<file path="src/core/piso_shifter_params.svh">
`ifndef PISO_SHIFTER_PARAMS_SVH
`define PISO_SHIFTER_PARAMS_SVH

// number of register stages
`define PISO_STAGES 8
// index of the first stage, the one fed from the serial line
`define PISO_FIRST_STAGE 0
// reset level of every stage
`define PISO_STAGE_RESET 1'b0
// reset level of the serial output; the inverted one is its complement
`define PISO_OUT_RESET 1'b0
// edge history resets high so a level already high gives no shift
`define PISO_EDGE_HIST_RESET 1'b1

`endif

</file>
<file path="src/core/piso_shifter_pkg.sv">
package piso_shifter_pkg;
   `include "piso_shifter_params.svh"
   typedef logic [`PISO_STAGES-1:0] stage_vec_t;
endpackage

</file>
<file path="src/core/parallel_in_serial_out_shifter.sv">
`timescale 1ns/100ps
`default_nettype none
`include "piso_shifter_params.svh"

module parallel_in_serial_out_shifter
   import piso_shifter_pkg::*;
#(
   parameter int STAGES = `PISO_STAGES
) (
   input  wire logic              clk_sys_i,
   input  wire logic              reset_i,
   input  wire logic              shift_or_load_n_i,
   input  wire logic              shift_clock_i,
   input  wire logic              clock_hold_gate_i,
   input  wire logic              serial_in_line_i,
   input  wire logic [STAGES-1:0] parallel_data_in_i,
   output var  logic              serial_out_o,
   output var  logic              serial_out_inverted_o
);

   // ****************************************************************
   // input synchronisers
   // ****************************************************************
   logic              sl_meta_q;
   logic              sl_q;
   logic              ck_meta_q;
   logic              ck_q;
   logic              gt_meta_q;
   logic              gt_q;
   logic              ser_meta_q;
   logic              ser_q;
   logic [STAGES-1:0] par_meta_q;
   logic [STAGES-1:0] par_q;

   // two flops on every pin before any logic looks at it;
   // a pin level shorter than one system clock may be lost here,
   // so every pin must stay put for at least two clocks
   // and all pins see the same two-clock delay
   always_ff @(posedge clk_sys_i) begin
      sl_meta_q  <= shift_or_load_n_i;
      sl_q       <= sl_meta_q;
      ck_meta_q  <= shift_clock_i;
      ck_q       <= ck_meta_q;
      gt_meta_q  <= clock_hold_gate_i;
      gt_q       <= gt_meta_q;
      ser_meta_q <= serial_in_line_i;
      ser_q      <= ser_meta_q;
      par_meta_q <= parallel_data_in_i;
      par_q      <= par_meta_q;
   end

   // ****************************************************************
   // edge detection of the combined clock
   // ****************************************************************
   logic ck_prev_q;
   logic gt_prev_q;
   logic eff_clk;
   logic eff_prev;
   logic shift_en;

   // previous levels of the two interchangeable clock inputs;
   // history starts high so a pin already high at release is no edge
   always_ff @(posedge clk_sys_i) begin
      if (reset_i) begin
         ck_prev_q <= `PISO_EDGE_HIST_RESET;
         gt_prev_q <= `PISO_EDGE_HIST_RESET;
      end else begin
         ck_prev_q <= ck_q;
         gt_prev_q <= gt_q;
      end
   end

   // effective clock is the or of both inputs; while either stays
   // high the or cannot rise, which is what freezes the register
   assign eff_clk  = ck_q || gt_q;
   assign eff_prev = ck_prev_q || gt_prev_q;
   assign shift_en = sl_q && eff_clk && !eff_prev;

   // ****************************************************************
   // stage register
   // ****************************************************************
   logic [STAGES-1:0] stage_q;
   logic [STAGES-1:0] stage_d;

   // next value per stage: load wins, then shift, else hold;
   // load is level sensitive so it needs no clock edge at all,
   // and a word cut short by a new load is simply replaced
   for (genvar i = 0; i < STAGES; i++) begin : g_stage
      if (i == `PISO_FIRST_STAGE) begin : g_head
         // first stage takes the serial line on a shift
         assign stage_d[i] = !sl_q    ? par_q[i] :
                             shift_en ? ser_q    : stage_q[i];
      end else begin : g_body
         // later stages take their neighbour toward the input
         assign stage_d[i] = !sl_q    ? par_q[i]     :
                             shift_en ? stage_q[i-1] : stage_q[i];
      end
   end

   // stage register, cleared by the added reset
   always_ff @(posedge clk_sys_i) begin
      if (reset_i) begin
         stage_q <= {STAGES{`PISO_STAGE_RESET}};
      end else begin
         stage_q <= stage_d;
      end
   end

   // ****************************************************************
   // outputs
   // ****************************************************************
   // both outputs registered from the final stage, so they move
   // together one clock after the stage register
   always_ff @(posedge clk_sys_i) begin
      if (reset_i) begin
         serial_out_o          <= `PISO_OUT_RESET;
         serial_out_inverted_o <= ~`PISO_OUT_RESET;
      end else begin
         serial_out_o          <= stage_q[STAGES-1];
         serial_out_inverted_o <= ~stage_q[STAGES-1];
      end
   end

   // ****************************************************************
   // shift counter for coverage
   // ****************************************************************
   localparam int CNT_W = $clog2(STAGES + 1);
   logic [CNT_W-1:0] shift_cnt_q;

   // shifts since the last load, held once a full word is out;
   // only coverage reads it, the data path does not
   always_ff @(posedge clk_sys_i) begin
      if (reset_i || !sl_q) begin
         shift_cnt_q <= '0;
      end else if (shift_en && shift_cnt_q != CNT_W'(STAGES)) begin
         shift_cnt_q <= shift_cnt_q + 1'b1;
      end
   end
endmodule
`default_nettype wire

</file>
<file path="config.mk">
export PLATFORM = sky130hd
export DESIGN_NAME = parallel_in_serial_out_shifter
export DESIGN_NICKNAME = d
export VERILOG_FILES = /design/src/core/piso_shifter_pkg.sv /design/src/core/parallel_in_serial_out_shifter.sv
export VERILOG_INCLUDE_DIRS = /design/src /design/src/core
export SDC_FILE = /design/constraint.sdc
export NUM_CORES = 1
export LEC_CHECK = 0
export ABC_CLOCK_PERIOD_IN_PS = 1750
export BUFFER_PORTS_ARGS = -buffer_cell sky130_fd_sc_hd__buf_2
export CORE_MARGIN = 2
export CORE_UTILIZATION = 25
export CTS_BUF_LIST = sky130_fd_sc_hd__clkbuf_8
export CTS_CLUSTER_SIZE = 20
export DETAILED_ROUTE_END_ITERATION = 8
export PLACE_DENSITY = 0.44
export SYNTH_ARGS = -nofsm -noshare
export SYNTH_HDL_FRONTEND = slang
export SYNTH_SLANG_ARGS = --single-unit
</file>
<file path="constraint.sdc">
create_clock -name clk_sys_i -period 1.75 [get_ports clk_sys_i]
set_input_delay 0.175 -clock clk_sys_i [delete_from_list [all_inputs] [get_ports clk_sys_i]]
set_output_delay 0.175 -clock clk_sys_i [all_outputs]
set_load 0.1 [all_outputs]
</file>
==> results of run 1 <==
-- routing by layer --
layer	global-route usage [%]	vias up
met5	0	-
met4	7.00	0
met3	3.45	5
met2	12.3	19
met1	8.92	310
li1	-	335
-- worst register-to-register path: stages, from the launching register on --
cell and delay [ns]:
dfxtp_1 0.64, nor2b_1 0.24, a21boi_0 0.20, a2111oi_0 0.08
-- path summary, 6_finish.rpt --
check | slack [ns] | endpoint | cells past startpoint
worst max-delay path | 0.44 | stage_q[1] | 3
worst min-delay path | 0.24 | stage_q[0] | 2
worst max register to register | 0.44 | stage_q[1] | 3
worst min register to register | 0.33 | par_q[4] | 0
-- cell usage after synthesis (all sizes together) --
| master | instances |
|---|---|
| a21oi | 2 |
| nor3 | 1 |
| inv | 1 |
| nor2 | 9 |
| nor3b | 1 |
| a2111oi | 7 |
| nor2b | 5 |
| or2 | 3 |
| a311o | 1 |
| a21boi | 3 |
| nor4 | 1 |
| clkbuf | 1 |
| and4b | 1 |
| buf | 2 |
| nor4b | 1 |
| dfxtp | 36 |
| nand2b | 3 |
| nand2 | 2 |
-- kinds of logic (layout without fill, tap and decap cells) --
| kind of cell | after synthesis | after routing | synth area share (%) |
|---|---|---|---|
| DFF | 36 | 36 | 70.4 |
| AOI/OAI and AO/OA | 13 | 13 | 12.0 |
| buffers and inverters | 4 | 33 | 2.57 |
| and+or+nand+nor | 27 | 27 | 15.0 |
-- power groups by stage --
stage	registers (mW)	clock network [mW]	logic [mW]
global placement	0.903	0	0.0743
detailed placement	0.904	0	0.0764
floorplan	0.909	0	0.0468
global route	0.891	0.552	0.107
CTS	0.886	0.514	0.0971
finish	0.885	0.491	0.0967
-- area by class of cell --
class                      instances  area (sq um)  area share (%)
multi-input combinational         40           277            20.8
tap                               50          62.6            4.71
inverter                           1          3.75           0.283
clock buffer                       5          68.8            5.18
timing repair buffer              27           195            14.7
sequential                        36           721            54.3
-- through the flow --
stage	cell area, sq um	std cells
finish	1330	159
global route	1330	159
CTS	1330	159
detailed placement	1140	142
global placement	1140	142
floorplan	1020	80
==> impl_metrics.env, run 1 <==
export IMPL_status="finished clean"
export IMPL_synthCells=80
export IMPL_wl_met2_um=686
export IMPL_grt_first_pass_wirelength_mm=2.70
export IMPL_cts_tree="done"
export IMPL_core_sq_mm=0.00397
export IMPL_ir_drop_mv=0.515
export IMPL_n_antenna_cell=0
export IMPL_synthToLayoutAreaGrowth_pct=29.7
export IMPL_layout_drive_gt1_share_pct=22.9
export IMPL_postRouteAntennaNets=0
export IMPL_initial_utilization_pct=25.8
export IMPL_port_buffers=15
export IMPL_ys_seq_area_share_pct=70.4
export IMPL_final_nets=125
export IMPL_antenna_found_initial=0
export IMPL_layout_common_cells="dfxtp_1 (36), buf_2 (15), dlygate4sd3_1 (12), nor2_1 (8), a2111oi_0 (6)"
export IMPL_leakagePower_nw=0.531
export IMPL_wl_mm=1.53
export IMPL_cts_setup_buffers=0
export IMPL_p_int_mw=1.17
export IMPL_finalPower_mw=1.47
export IMPL_grt_pass1_vias=648
export IMPL_grt_max_degree=19
export IMPL_endpoint_kind="flop"
export IMPL_synth_area_leader_cell="dfxtp_1"
export IMPL_dpl_worst_slack_ns=0.430
export IMPL_maxCapViolCount=0
export IMPL_r2r_start="sl_q"
export IMPL_synthTopCellsByArea="dfxtp_1 (70%), a2111oi_0 (5.1%), nor2b_1 (3.1%), nor2_1 (2.9%), a2111oi_4 (2.7%)"
export IMPL_arrival_ns=1.44
export IMPL_fillers=403
export IMPL_die_area_sq_mm=0.00462
export IMPL_power_frac_comb_pct=6.6
export IMPL_critPathRequiredTime_ns=1.87
export IMPL_worstHoldStart="reset_i"
export IMPL_cts_made_buffers=5
export IMPL_die_h_um=68.0
export IMPL_synth_seq_cells=36
export IMPL_routedWlPerCell_um=9.64
export IMPL_yosys_warnings=0
export IMPL_path_class="reg -> reg"
export IMPL_dp_hpwl_mm=1.05
export IMPL_clk_latency_ns=0.27
export IMPL_crit_path_cell_trace="nor2b_1 -> a21boi_0 -> a2111oi_0"
export IMPL_setup_slack_ns=0.437
export IMPL_post_route_util_pct=33.4
export IMPL_worst_path_max_delay_cell="dfxtp_1"
export IMPL_synthesis_area_sq_mm=0.00102
export IMPL_m1WireLength_um=706
export IMPL_relSlewSlack_pct=65.3
export IMPL_setup_viol=0
export IMPL_num_rows=23
export IMPL_swShare_pct=20.3
export IMPL_cp_max_fo=18
export IMPL_cts_resized_gates=0
export IMPL_dr_pass1_iters=4
export IMPL_cp_num_buf_inv=0
export IMPL_clockBufferDepth=2
export IMPL_cts_hold_fix_buffers=12
export IMPL_num_io_pins=16
export IMPL_drc=0
export IMPL_worstHoldPathType="in -> reg"
export IMPL_finClkSkew_ns=0.00269
export IMPL_fin_crit_sh_pct=75.0
export IMPL_tightest_slew_ns=0.519
export IMPL_crit_family="flip-flops"
export IMPL_p_per_area_mw_per_mm2=1110
export IMPL_whs_ns=0.237
export IMPL_synth_top_area_share_pct=70.4
export IMPL_first_iter_violations=27
export IMPL_viasPerCell=4.21
export IMPL_htreeDepth=2
export IMPL_post_route_min_period_ns=1.31
export IMPL_avgSynthCellArea_sq_um=12.8
export IMPL_syn_num_nets=94
export IMPL_p_sw_uw=299
export IMPL_slowest_delay_ns=0.64
export IMPL_highest_layer="met4"
export IMPL_fmax_mhz=762
export IMPL_final_max_slew_viol_count=0
export IMPL_num_vias=669
export IMPL_pwr_share_seq_pct=60.1
export IMPL_clk_pin_slew_ns=0.06
export IMPL_layout_commonest_cell="dfxtp_1"
export IMPL_fin_tns_setup_ns=0
export IMPL_finalHoldViolCount=0
export IMPL_yosysUniqueCellTypes=22
export IMPL_cts_sinks=36
export IMPL_rsz0062_at_grt="no"
export IMPL_cp_startpoint="sl_q"
export IMPL_met3_length_um=89
export IMPL_crit_path_start_kind="flop"
export IMPL_finalWeightedCongestion=0.714
export IMPL_track_usage_pct=8.21
export IMPL_root_buffer="clkbuf_8"
export IMPL_share_clk_of_total_power_pct=33.3
export IMPL_reg_largest_list="par_meta_q x8, par_q x8, stage_q x8"
export IMPL_grt_overflow=0
export IMPL_die_w_um=68.0
No activity file was read; power rests on OpenSTA's default activity.
==> run 2, diff against run 1 <==
--- a/config.mk
+++ b/config.mk
@@ -6,14 +6,14 @@
 export SDC_FILE = /design/constraint.sdc
 export NUM_CORES = 1
 export LEC_CHECK = 0
-export ABC_CLOCK_PERIOD_IN_PS = 1750
+export ABC_CLOCK_PERIOD_IN_PS = 1200
 export BUFFER_PORTS_ARGS = -buffer_cell sky130_fd_sc_hd__buf_2
 export CORE_MARGIN = 2
 export CORE_UTILIZATION = 25
 export CTS_BUF_LIST = sky130_fd_sc_hd__clkbuf_8
 export CTS_CLUSTER_SIZE = 20
 export DETAILED_ROUTE_END_ITERATION = 8
-export PLACE_DENSITY = 0.44
+export PLACE_DENSITY = 0.45
 export SYNTH_ARGS = -nofsm -noshare
 export SYNTH_HDL_FRONTEND = slang
 export SYNTH_SLANG_ARGS = --single-unit
==> constraint.sdc (replaced) <==
create_clock -name clk_sys_i -period 1.2 [get_ports clk_sys_i]
set_input_delay 0.12 -clock clk_sys_i [delete_from_list [all_inputs] [get_ports clk_sys_i]]
set_output_delay 0.12 -clock clk_sys_i [all_outputs]
set_load 0.1 [all_outputs]
==> impl_metrics.env, run 2 (synthesis results as in run 1) <==
export IMPL_status="finished clean"
export IMPL_routedWlPerCell_um=9.91
export IMPL_endpoint_kind="flop"
export IMPL_num_vias=668
export IMPL_rr_worst_depth=4
export IMPL_p_per_area_mw_per_mm2=1590
export IMPL_critPathRequiredTime_ns=1.36
export IMPL_cp_max_fo=4
export IMPL_relSlewSlack_pct=67.9
export IMPL_dpl_worst_slack_ns=-0.0703
export IMPL_drc=0
export IMPL_cp_num_buf_inv=1
export IMPL_grt_overflow=0
export IMPL_clk_latency_ns=0.28
export IMPL_die_area_sq_mm=0.00462
export IMPL_grt_pass1_vias=691
export IMPL_final_max_slew_viol_count=0
export IMPL_final_nets=130
export IMPL_worstHoldPathType="in -> reg"
export IMPL_hold_depth=2
export IMPL_fmax_mhz=877
export IMPL_postRouteAntennaNets=0
export IMPL_wl_met2_um=758
export IMPL_holdPathEnd="stage_q[4]"
export IMPL_antenna_found_initial=0
export IMPL_r2r_start="ck_prev_q"
export IMPL_die_h_um=68.0
export IMPL_crit_path_cell_trace="nor2_4 -> buf_6 -> a21oi_1 -> a2111oi_0"
export IMPL_cts_made_buffers=5
export IMPL_dr_pass1_iters=3
export IMPL_tightest_slew_ns=0.485
export IMPL_worstHoldStart="reset_i"
export IMPL_fin_crit_sh_pct=95.1
export IMPL_num_io_pins=16
export IMPL_highest_layer="met4"
export IMPL_port_buffers=15
export IMPL_cts_sinks=36
export IMPL_crit_path_start_kind="flop"
export IMPL_reg2reg_slack_ns=0.06
export IMPL_finalWeightedCongestion=0.727
export IMPL_maxCapViolCount=0
export IMPL_clk_pin_slew_ns=0.06
export IMPL_crit_family="compound AO/OA/AOI/OAI gates"
export IMPL_htreeDepth=2
export IMPL_post_route_min_period_ns=1.14
export IMPL_met3_length_um=104
export IMPL_layout_commonest_cell="dfxtp_1"
export IMPL_path_class="reg -> reg"
export IMPL_setup_slack_ns=0.0591
export IMPL_m1WireLength_um=740
export IMPL_synthToLayoutAreaGrowth_pct=41.1
export IMPL_rr_endpoint="stage_q[6]"
export IMPL_initial_utilization_pct=25.8
export IMPL_dp_hpwl_mm=1.03
export IMPL_clockBufferDepth=2
export IMPL_core_sq_mm=0.00397
export IMPL_num_rows=23
export IMPL_finalHoldViolCount=0
export IMPL_viasPerCell=4.00
export IMPL_root_buffer="clkbuf_8"
export IMPL_wl_mm=1.66
export IMPL_finClkSkew_ns=0.00244
export IMPL_slowest_delay_ns=0.36
export IMPL_reg_largest_list="par_meta_q x8, par_q x8, stage_q x8"
export IMPL_rsz0062_at_grt="yes"
export IMPL_setup_viol=0
export IMPL_layout_common_cells="dfxtp_1 (32), buf_2 (15), dlygate4sd3_1 (12), nor2_1 (8), clkbuf_8 (6)"
export IMPL_first_iter_violations=10
export IMPL_leakagePower_nw=0.585
export IMPL_post_route_util_pct=36.4
export IMPL_grt_max_degree=19
export IMPL_layout_drive_gt1_share_pct=35.9
export IMPL_track_usage_pct=9.13
export IMPL_die_w_um=68.0
export IMPL_n_antenna_cell=0
export IMPL_ir_drop_mv=0.645
export IMPL_worst_path_max_delay_cell="dfxtp_4"
export IMPL_cts_tree="done"
export IMPL_arrival_ns=1.30
export IMPL_grt_first_pass_wirelength_mm=2.93
## run 2: layout make-up
type / instances / area, sq um
sequential: 36 / 731
clock inverter: 2 / 7.51
multi-input combinational: 40 / 317
tap: 50 / 62.6
inverter: 1 / 3.75
fill: 406 / 2530
timing repair buffer: 32 / 240
clock buffer: 6 / 82.6
## run 2: power breakdown
group	total (mW)	switching [mW]	internal, mW	leakage, nW
registers	1.29	0.0271	1.26	0.302
logic	0.174	0.0793	0.0945	0.229
clock network	0.826	0.376	0.450	0.0538
total	2.29	0.482	1.81	0.585
## run 2: metrics by stage
| stage | total power [mW] | area [sq um] | instances | hold WS, ns | TNS (ns) |
|---|---|---|---|---|---|
| floorplan | 1.40 | 1020 | 80 | 0.148 | 0 |
| CTS | 2.31 | 1400 | 167 | 0.179 | 0 |
| global placement | 1.44 | 1180 | 147 | 0.222 | -0.102 |
| global route | 2.43 | 1440 | 167 | 0.230 | -0.0219 |
| detailed placement | 1.44 | 1180 | 147 | 0.224 | -0.252 |
| finish | 2.29 | 1440 | 167 | 0.214 | 0 |
## run 2: what timing repair did
| action | in CTS | in global routing |
|---|---|---|
| setup endpoints to repair | 7 | 6 |
| endpoints found under the hold margin | 12 | 0 |
| pin swaps | 1 | 3 |
| cloned | 0 | 0 |
| hold buffers | 12 | 0 |
| gates resized for setup | 3 | 20 |
| setup buffers | 0 | 0 |
## run 2: layer usage
metal | global-route usage (%) | vias up
met1 | 9.61 | 302
met3 | 5.10 | 5
met4 | 6.75 | 0
met2 | 13.6 | 15
met5 | 0 | -
li1 | - | 346
## run 2: worst max path at each step
| stage | end | from | slack [ns] | depth (start not counted) |
|---|---|---|---|---|
| after floorplan | stage_q[0] | ck_q | 0.10 | 4 |
| final | stage_q[6] | ck_prev_q | 0.06 | 4 |
| after CTS | stage_q[1] | gt_prev_q | 0.01 | 4 |
| after global placement | stage_q[1] | sl_q | -0.05 | 3 |
| after global routing | stage_q[3] | ck_prev_q | -0.02 | 4 |
| after detailed placement | stage_q[4] | gt_q | -0.07 | 3 |
